### config.mk
export PLATFORM = sky130hd
export DESIGN_NAME = rlc_unit
export DESIGN_NICKNAME = d
export VERILOG_FILES = /design/src/rlc_pkg.sv /design/src/quarter_gen.sv /design/src/rlc_unit.sv
export SDC_FILE = /design/constraint.sdc
export NUM_CORES = 1
export LEC_CHECK = 0
export ABC_AREA = 1
export ABC_CLOCK_PERIOD_IN_PS = 2000
export BUFFER_PORTS_ARGS = -buffer_cell sky130_fd_sc_hd__buf_4
export CORE_ASPECT_RATIO = 0.8
export CORE_MARGIN = 4
export CORE_UTILIZATION = 52
export DETAILED_ROUTE_END_ITERATION = 16
export PLACE_DENSITY = 0.78
export SETUP_SLACK_MARGIN = 0.15
export SLEW_MARGIN = 5
export SYNTH_ARGS = -nofsm -noshare
export SYNTH_HDL_FRONTEND = slang
export SYNTH_HIERARCHICAL = 1
export SYNTH_SLANG_ARGS = --single-unit
### constraint.sdc
create_clock -name core_clk -period 2 [get_ports core_clk]
set_clock_uncertainty 0.15 [all_clocks]
set_input_delay 0.2 -clock core_clk [delete_from_list [all_inputs] [get_ports core_clk]]
set_output_delay 0.2 -clock core_clk [all_outputs]
set_load 0.01 [all_outputs]
### src/rlc_pkg.sv
// shared constants and types for the rotate-left-through-carry datapath fragment
package rlc_pkg;
    localparam int DATA_W = 8;
    localparam int PC_W = 16;
    localparam int FADDR_W = 8;
    localparam int QPHASE_N = 4;
    localparam logic [15:0] OPC_RLC_MASK = 16'hfe00;
    localparam logic [15:0] OPC_RLC_VAL = 16'h1a00;
    localparam logic [15:0] OPC_RETURN = 16'h0002;
    localparam int DEST_BIT = 8;
    localparam logic [7:0] PCLOW_ADDR = 8'h02;
    localparam logic [7:0] PCHIGH_ADDR = 8'h03;
    localparam logic [7:0] WORKREG_RST = 8'h00;
    localparam logic [7:0] PCLATCH_RST = 8'h00;
    localparam logic [15:0] PC_RST = 16'h0000;
    localparam logic CARRY_RST = 1'b0;
    localparam logic [1:0] Q1 = 2'h0;
    localparam logic [1:0] Q2 = 2'h1;
    localparam logic [1:0] Q3 = 2'h2;
    localparam logic [1:0] Q4 = 2'h3;
    typedef enum logic [1:0] {OP_NONE, OP_RLC, OP_RET} op_type;
endpackage

### src/quarter_gen.sv
// quarter-phase generator: cycles q1..q4, one core_clk per quarter
`timescale 1ns/1ns
module quarter_gen
    import rlc_pkg::*;
(
    input wire logic core_clk, // core clock
    input wire logic rstn, // async reset, active low
    output logic [1:0] phase // current quarter
);
    typedef struct packed
    {
        logic [1:0] q;
    } qstate_type;
    qstate_type st_r;
    qstate_type st_nxt;

    // free-running modulo-4 counter
    always_comb
    begin
        st_nxt = st_r;
        st_nxt.q = st_r.q + 2'h1;
    end

    // phase register; reset parks it on q1 so the first decode follows release
    always_ff @(posedge core_clk or negedge rstn)
    begin
        if (!rstn)
            st_r <= '{q: Q1};
        else
            st_r <= st_nxt;
    end

    assign phase = st_r.q;
endmodule

### src/rlc_unit.sv
// rotate-left-through-carry datapath with return and pc low-byte read side effects
// Summary of operation
// - rotate shifts source left one, old carry into bit 0, old msb into carry
// - destination bit clear: result goes to working register, file untouched
// - destination bit set: result written back to the source file register
// - every read of pc low byte also refreshes the pc high latch
// - on return, the latch gets the upper address of the return instruction
// - completing a return loads the program counter from the stack top
`timescale 1ns/1ns
module rlc_unit
    import rlc_pkg::*;
(
    input wire logic core_clk, // core clock, 250 MHz
    input wire logic rstn, // async reset, active low
    input wire logic [15:0] instr, // instruction word, held for the instruction cycle
    input wire logic instr_valid, // instr holds a new instruction this cycle
    input wire logic [15:0] instr_addr, // address of instr in program memory
    input wire logic [15:0] stack_top, // top of return stack
    input wire logic [7:0] file_rdata, // file register read data, same cycle
    output logic [7:0] file_addr, // file register address
    output logic file_we, // file write strobe, one cycle in the q1 after the q4 decision
    output logic [7:0] file_wdata, // file write data
    output logic [7:0] working_register, // working register value
    output logic carry, // carry flag
    output logic [7:0] pc_high_latch, // high pc latch
    output logic [15:0] pc, // program counter
    output logic stack_pop, // one-cycle pop pulse on return
    output logic [1:0] phase, // current quarter
    output logic busy // instruction in progress
);
    import rlc_pkg::*;

    typedef struct packed
    {
        op_type op;
        logic [7:0] faddr;
        logic dest;
        logic [7:0] src;
        logic [7:0] res;
        logic cout;
        logic ret_second;
        logic [15:0] iaddr;
        logic [7:0] wacc; // working register contents
        logic c;
        logic [7:0] latch;
        logic [15:0] pc;
        logic we;
        logic [7:0] wdata;
        logic pop;
    } core_type;

    core_type st_r;
    core_type st_nxt;
    logic [1:0] q;

    // msb lands on top of the result, so the new carry is a plain slice
    function automatic logic [8:0] rot_left(input logic [7:0] v, input logic cin);
        rot_left = {v[7], v[6:0], cin};
    endfunction

    quarter_gen u_quarter
    (
        .core_clk(core_clk),
        .rstn(rstn),
        .phase(q)
    );

    // one quarter per clock; decode waits for q1
    always_comb
    begin
        logic [8:0] r;
        r = 9'h000;
        st_nxt = st_r;
        st_nxt.we = 1'b0;
        st_nxt.pop = 1'b0;
        case (q)
            Q1:
            begin
                // second cycle of a return is a forced nop; first decode otherwise
                if (st_r.ret_second)
                    st_nxt.op = OP_RET;
                else if (instr_valid && ((instr & OPC_RLC_MASK) == OPC_RLC_VAL))
                begin
                    st_nxt.op = OP_RLC;
                    st_nxt.faddr = instr[7:0];
                    st_nxt.dest = instr[DEST_BIT];
                end
                else if (instr_valid && instr == OPC_RETURN)
                begin
                    st_nxt.op = OP_RET;
                    st_nxt.faddr = PCLOW_ADDR;
                    st_nxt.iaddr = instr_addr;
                end
                else
                    st_nxt.op = OP_NONE;
            end
            Q2:
            begin
                if (st_r.op == OP_RLC)
                    st_nxt.src = file_rdata;
                // the implied pc low read of a return updates the latch
                if (st_r.op == OP_RET && !st_r.ret_second)
                    st_nxt.latch = st_r.iaddr[15:8];
                // an explicit rotate read of pc low also refreshes the latch
                if (st_r.op == OP_RLC && st_r.faddr == PCLOW_ADDR)
                    st_nxt.latch = st_r.pc[15:8];
            end
            Q3:
            begin
                if (st_r.op == OP_RLC)
                begin
                    r = rot_left(st_r.src, st_r.c);
                    st_nxt.res = r[7:0];
                    st_nxt.cout = r[8];
                end
            end
            default:
            begin
                if (st_r.op == OP_RLC)
                begin
                    st_nxt.c = st_r.cout;
                    if (st_r.dest)
                    begin
                        st_nxt.we = 1'b1;
                        st_nxt.wdata = st_r.res;
                    end
                    else
                        st_nxt.wacc = st_r.res;
                end
                if (st_r.op == OP_RET)
                begin
                    st_nxt.ret_second = !st_r.ret_second;
                    if (st_r.ret_second)
                    begin
                        st_nxt.pc = stack_top;
                        st_nxt.pop = 1'b1;
                    end
                end
                else
                    st_nxt.pc = (st_r.op == OP_RLC) ? st_r.pc + 16'h0001 : st_r.pc;
                st_nxt.op = OP_NONE;
            end
        endcase
    end

    // state register; every field resets together so nothing starts unknown
    always_ff @(posedge core_clk or negedge rstn)
    begin
        if (!rstn)
        begin
            st_r <= '0;
            st_r.op <= OP_NONE;
            st_r.wacc <= WORKREG_RST;
            st_r.c <= CARRY_RST;
            st_r.latch <= PCLATCH_RST;
            st_r.pc <= PC_RST;
        end
        else
            st_r <= st_nxt;
    end

    // write strobe is a flop, so it appears in the cycle after q4 decision
    assign file_addr = st_r.faddr;
    assign file_we = st_r.we;
    assign file_wdata = st_r.wdata;
    assign working_register = st_r.wacc;
    assign carry = st_r.c;
    assign pc_high_latch = st_r.latch;
    assign pc = st_r.pc;
    assign stack_pop = st_r.pop;
    assign phase = q;
    assign busy = (st_r.op != OP_NONE) || st_r.ret_second;

    // result checks rebuild the rotate from its operands rather than trusting rot_left
    AST_ROT_CARRY: assert property (@(posedge core_clk) disable iff (!rstn)
        (q == Q4 && st_r.op == OP_RLC) |=> carry == $past(st_r.src[7]))
        else $error("carry not old msb after rotate");
    AST_ROT_W: assert property (@(posedge core_clk) disable iff (!rstn)
        (q == Q4 && st_r.op == OP_RLC && !st_r.dest) |=> !file_we
        && working_register == {$past(st_r.src[6:0]), $past(st_r.c)})
        else $error("working register result wrong");
    AST_ROT_F: assert property (@(posedge core_clk) disable iff (!rstn)
        (q == Q4 && st_r.op == OP_RLC && st_r.dest) |=> file_we
        && file_wdata == {$past(st_r.src[6:0]), $past(st_r.c)})
        else $error("file write back wrong");
    AST_PCL_LATCH: assert property (@(posedge core_clk) disable iff (!rstn)
        (q == Q2 && st_r.op == OP_RLC && st_r.faddr == PCLOW_ADDR) |=> pc_high_latch == $past(pc[15:8]))
        else $error("latch not refreshed on pc low read");
    AST_RET_LATCH: assert property (@(posedge core_clk) disable iff (!rstn)
        (q == Q2 && st_r.op == OP_RET && !st_r.ret_second) |=> pc_high_latch == $past(st_r.iaddr[15:8]))
        else $error("latch not return address high");
    AST_RET_PC: assert property (@(posedge core_clk) disable iff (!rstn)
        (q == Q4 && st_r.ret_second) |=> pc == $past(stack_top) && stack_pop)
        else $error("pc not loaded from stack top");
    AST_ONE_CYCLE: assert property (@(posedge core_clk) disable iff (!rstn)
        (q == Q1 && st_nxt.op == OP_RLC) |=> ##2 st_r.op == OP_RLC ##1 st_r.op == OP_NONE)
        else $error("rotate not one instruction cycle");
    AST_WE_Q: assert property (@(posedge core_clk) disable iff (!rstn)
        file_we |-> q == Q1)
        else $error("file write outside instruction boundary");
    COV_ROT_W: cover property (@(posedge core_clk) disable iff (!rstn) q == Q4 && st_r.op == OP_RLC && !st_r.dest);
    COV_ROT_F: cover property (@(posedge core_clk) disable iff (!rstn) q == Q4 && st_r.op == OP_RLC && st_r.dest);
    COV_RET: cover property (@(posedge core_clk) disable iff (!rstn) stack_pop);
    AST_ROT_PC: assert property (@(posedge core_clk) disable iff (!rstn)
        (q == Q4 && st_r.op == OP_RLC) |=> pc == $past(pc) + 16'h0001)
        else $error("rotate did not advance pc by one word");
    AST_RET_TWO: assert property (@(posedge core_clk) disable iff (!rstn)
        (q == Q1 && st_nxt.op == OP_RET && !st_r.ret_second) |=> ##3 st_r.ret_second ##4 stack_pop)
        else $error("return did not take two instruction cycles");
    AST_RET_KEEP: assert property (@(posedge core_clk) disable iff (!rstn)
        (q == Q4 && st_r.op == OP_RET) |=> !file_we && carry == $past(carry)
        && working_register == $past(working_register))
        else $error("return disturbed working register, carry or file");
    AST_POP_ONE: assert property (@(posedge core_clk) disable iff (!rstn)
        stack_pop |=> !stack_pop)
        else $error("stack pop longer than one cycle");
    AST_LATCH_SRC: assert property (@(posedge core_clk) disable iff (!rstn)
        !$stable(pc_high_latch) |-> q == Q3 && $past(st_r.faddr) == PCLOW_ADDR)
        else $error("pc high latch changed without a pc low read");
    // the pc low read by a rotate is the rarer path, so it gets a cover of its own
    COV_PCL_READ: cover property (@(posedge core_clk) disable iff (!rstn)
        q == Q2 && st_r.op == OP_RLC && st_r.faddr == PCLOW_ADDR);
endmodule

Yosys cells after proc, flatten, opt, wreduce, memory -nomap -nowiden
Cells that the tools add are included.

word-level totals
  flip-flop bits (word level) = 90
  bits in latches = 0
  bits in writable memories = 0
  ROM bits = 0
  input bits = 59
  memories = 0

operators by class
  add/subtract/negate cells = 2
  $mul = 0
  divide/modulo/power cells = 0
  order comparisons = 0
  eq/ne operators = 8
  shifts and indexed selects = 0
  multiplexer cells = 15
  bitwise operators = 4
  reductions and logical operators = 24

operators by type and width
  kind                                                               number
  16-bit 2-to-1 mux                                                  3
  8-bit 2-to-1 mux                                                   3
  10-bit 2-to-1 mux                                                  2
  9-bit 2-to-1 mux                                                   2
  16-bit by 1-bit adder with 16-bit output (second input constant)   1
  16-bit by 2-bit == test with 1-bit output (second input constant)  1
  3-bit AND reduction                                                5
  2-bit AND reduction                                                5
  8-bit by 2-bit == test with 1-bit output (second input constant)   1
  2-bit nonzero test                                                 4
  7-bit by 4-bit == test with 1-bit output (second input constant)   1
  2-bit by 1-bit == test with 1-bit output (second input constant)   2
  2-bit == test (second input constant)                              2
  1-bit logical AND                                                  4
  2-bit 2-to-1 mux                                                   2
  1-bit inverter                                                     4
  2-bit case mux with 2 select lines                                 1
  4-bit AND reduction                                                1
  3-bit OR reduction                                                 1
  2-bit by 1-bit adder with 2-bit output (second input constant)     1
  2-bit logical NOT                                                  1
  1-bit 2-to-1 mux                                                   2
  2-bit != test (second input constant)                              1
  2-bit OR reduction                                                 1
  2 further kinds                                                    2

Longest topological paths before layout
  depth after elaboration = 6
  depth in mapped cells = 10
  mapped depth without buffers = 9

Cells and area by module
The synthesis kept the hierarchy.

modules (own cells, without submodules)
  module       instances  cells each  area an instance (sq um)  seq. area each (sq um)
  rlc_unit     1          525         4444.3                    2001.9
  quarter_gen  1          7           71.3                      50.0

Least setup slack after synthesis
No wires, ideal clock.

  path kind = flip-flop to flip-flop
  start point = register u_quarter.st_r (netlist bit u_quarter/phase[0])
  end point = register st_r (netlist bit file_addr[1])
  library setup time = 0.113 ns
  arrival time = 1.461 ns
  setup slack = 0.276 ns
  cell stages (with the launch flop) = 9
  buffers on the path = 0
  clock period less this slack = 1.724 ns
  cells stage by stage = dfrtp_1 -> inv_1 -> ha_1 -> inv_1 -> nor2_1 -> nand3_2 -> or2_2 -> nand2_1 -> inv_1

between the ends
  cells in the longest elaborated chain, start to end = 2

ends and longest elaborated chain
  what                                  line               source
  from (decl)                           quarter_gen.sv:14  qstate_type st_r;
  from (signal assigned)                quarter_gen.sv:28  st_r <= '{q: Q1};
  from (signal assigned)                quarter_gen.sv:30  st_r <= st_nxt;
  2-bit logical NOT                     rlc_unit.sv:76     case (q)
  3-bit AND reduction (no source line)  --
  to (signal assigned)                  rlc_unit.sv:159    st_r <= st_nxt;
  to (decl)                             rlc_unit.sv:52     core_type st_r;

Every way passes these cells.
A chain may end at the register's enable or synchronous reset.

Worst setup path in the final report
  start point = register u_quarter.st_r (netlist bit u_quarter/phase[1])
  end point = register st_r (netlist bit file_wdata[2])

between the ends
  cells in the longest elaborated chain, start to end = 4

ends and longest elaborated chain
  what
  2-bit == test, or another cell as far along
  3-bit OR reduction (no source line) *
  1-bit inverter (no source line) *
  3-bit AND reduction (no source line) *

Mark *: on every way between the ends. The rest lies on a longest branch, timed or not.

==> impl_metrics.tcl <==
set metrics [dict create \
    status "finished, final reports clean" \
    route.detailed.drc 0 \
    worstSetupStartpointType "register" \
    synth_top_cell_by_area "dfrtp_1" \
    grt_first_pass_wirelength_mm 16.8 \
    syn_to_final_growth_pct 23.4 \
    fin_crit_ns 1.73 \
    fp.dieH_um 91.4 \
    path_clk_slew_ns 0.09 \
    nNetsFinal 688 \
    diodes 0 \
    grt.total_usage_pct 20.3 \
    cp-end-kind "register" \
    rsz0062_at_grt "false" \
    ant_nets 0 \
    row_count 30 \
    regArea_um2 2050 \
    synth_warnings 6 \
    max_cap_viol_count 0 \
    synth.top_cell.area_share_pct 45.4 \
    fmax_mhz 578 \
    relSlewSlack_pct 71.6 \
    crit_fanout 9 \
    drive_gt1_share_pct 31.0 \
    synthFlopType "dfrtp_1" \
    via_per_inst 4.86 \
    firstDrtPassIters 4 \
    drv_slew 0 \
    r2r-start "u_quarter/phase[1]" \
    syn_inst 532 \
    async_flop_share_pct 100 \
    synth-edff-count 0 \
    post_dp_cell_area_um2 5050 \
    cellPowerDensity_nw_per_um2 595 \
    hold_class "input port to register" \
    fin_area_um2 5570 \
    ys_top_cells_by_area "dfrtp_1 (45%), nand2_1 (11%), buf_4 (8.5%)" \
    clockBufferDepth 2 \
    crit_required_ns 2.09 \
    syn_nets 596 \
    instances_no_fill 741 \
    clk_latency_ns 0.35 \
    power.leakage_nw 3.05 \
    ir_drop_mv 0.462 \
    num_io_pins 113 \
    whs_ns 0.0185 \
    hold-path-cell-count 5 \
    cts-htree-levels 3 \
    hold_path_end "pc[0]" \
    numCtsBuffers 9 \
    die_w_um 112 \
    critPathKind "register to register" \
    r2r_cells 5 \
    syn_area_um2 4520 \
    num_vias 3600 \
    hold_viol 0 \
    dp.cells 696 \
    fin_crit_sh_pct 86.5 \
    antenna_found_initial 0 \
    wire_per_inst_um 13.6 \
    drt_iter0_markers 153 \
    min_from "stack_top[0]" \
    syn_area_per_cell_um2 8.49 \
    root_buffer "clkbuf_8" \
    multiInputGateArea_um2 1800 \
    dieArea_um2 10200 \
    n_fill_cell 735 \
    yosysUniqueCellTypes 34 \
    cts_tree "built" \
    worstReg2RegEnd "file_wdata[2]" \
    worst_pin_slew_ns 0.427 \
    place_congestion 0.863 \
    core_area_um2 8480 \
    place_hpwl_mm 7.31 \
    rrSetupSlack_ns 0.27 \
    wirelength_mm 10.1 \
    overflow 0 \
    grt_pass1_vias 3569 \
    synth-seq-cells 82 \
    final-setup-viol-count 0 \
    grt_max_degree 38 \
    seq_area_frac_synth_pct 45.4 \
    cts.sink_count 82 \
    port_buffers 104 \
    arrival_ns 1.81 \
    fin_setup_tns_ns 0 \
    start_util_pct 53.2 \
]
registers in the layout (all words and copies together) (netlist names):
| name | cells |
|---|---|
| stack_pop | 1 |
| carry | 1 |
| pc | 16 |
| file_we | 1 |
| pc_high_latch | 8 |
| file_addr | 8 |
| working_register | 8 |
| st_r | 29 |
| file_wdata | 8 |
| u_quarter/phase | 2 |
layout make-up:
| cell class | instances | area share, % |
|---|---|---|
| Sequential cell | 82 | 36.8 |
| Inverter | 58 | 4.04 |
| Tap cell | 112 | 2.51 |
| Multi-Input combinational cell | 333 | 32.4 |
| Timing Repair Buffer | 140 | 20.5 |
| Clock inverter | 6 | 1.28 |
| Clock buffer | 10 | 2.47 |
worst max-delay path: stages, from the launching register on:
cell and delay [ns]:
dfrtp_1 0.46, ha_2 0.29, nand2_1 0.10, nor2_4 0.14, buf_12 0.14, mux2_2 0.34
Yosys cell counts, types with 2 or more instances:
cell type and instances:
a21oi_1 16, a21oi_2 2, buf_2 3, buf_4 51
buf_6 5, dfrtp_1 82, ha_1 5, inv_1 54
inv_2 2, inv_4 2, mux2_2 24, nand2_1 133
nand2_2 6, nand2_4 3, nand3_1 37, nand3_2 3
nand3b_1 2, nand4_1 8, nor2_1 43, nor2_2 5
nor3_1 3, o21ai_0 23, o21ai_2 8, or2_2 2
repair_timing:
| action | CTS | global route |
|---|---|---|
| gates resized for setup | 0 | 6 |
| setup buffers | 0 | 2 |
| setup endpoints to repair | 1 | 36 |
| hold endpoints to repair | 56 | 0 |
| pin swaps | 1 | 3 |
| hold buffers | 27 | 0 |
how the worst max path moves through the flow:
stage	start	end	slack, ns
after floorplan	u_quarter/phase[0]	file_addr[1]	0.28
after global placement	u_quarter/phase[0]	file_wdata[4]	0.23
after detailed placement	u_quarter/phase[0]	file_addr[7]	0.16
after CTS	u_quarter/phase[0]	file_addr[2]	0.16
after global routing	st_r[86]	pc[10]	0.16
final	u_quarter/phase[1]	file_wdata[2]	0.27
stage by stage:
| stage | setup slack [ns] | util (%) | power, mW |
|---|---|---|---|
| 5_1_grt | 0.159 | 65.7 | 3.47 |
| 6_report | 0.271 | 65.7 | 3.32 |
| 3_5_place_dp | 0.162 | 59.5 | 2.06 |
| 2_1_floorplan | 0.276 | - | 1.89 |
| 4_1_cts | 0.159 | 65.1 | 3.35 |
| 3_3_place_gp | 0.227 | 59.5 | 2.05 |
layout by cell type, fill, tap and decap left out, drive strengths merged:
cell         synthesis  layout
o21ai               31      31
dlygate4sd3          0      27
nor2                50      50
xor2                 1       1
and2                 1       1
ha                   5       5
nand2              142     142
a31oi                1       1
clkinvlp             0       2
nand3b               2       2
buf                 59     113
nand4                8       8
a22oi                1       1
or2                  2       2
nand3               40      40
o21bai               1       1
dfrtp               82      82
a21oi               19      19
clkbuf               0      10
mux2                24      24
nor3                 4       4
inv                 58      61
o22ai                1       1
bufinv               0       1
logic make-up (layout without fill, tap and decap cells):
| kind of cell | Yosys count | after routing | share of synthesized area, % |
|---|---|---|---|
| multiplexers | 24 | 24 | 5.99 |
| adder cells (fa/ha/maj) | 5 | 5 | 1.39 |
| XOR/XNOR | 1 | 1 | 0.194 |
| flip-flops | 82 | 82 | 45.4 |
| buffers and inverters | 117 | 214 | 15.0 |
| AO/OA/AOI/OAI | 54 | 54 | 7.23 |
| AND/OR/NAND/NOR | 249 | 249 | 24.8 |
layer usage:
layer | GRT usage (%) | vias up | wire [um]
met5 | 0 | - | 0
met4 | 4.20 | 0 | 87
met3 | 5.46 | 8 | 629
met2 | 33.7 | 99 | 4910
met1 | 26.8 | 1667 | 4440
li1 | - | 1826 | -
power breakdown:
part / switching (mW) / internal (mW) / leakage [nW]
sequential: 0.0296 / 1.69 / 1.05
clock: 0.622 / 0.624 / 0.0999
combinational: 0.177 / 0.176 / 1.91
total: 0.828 / 2.49 / 3.05
Note: power is estimated with default switching activity, not from simulation.
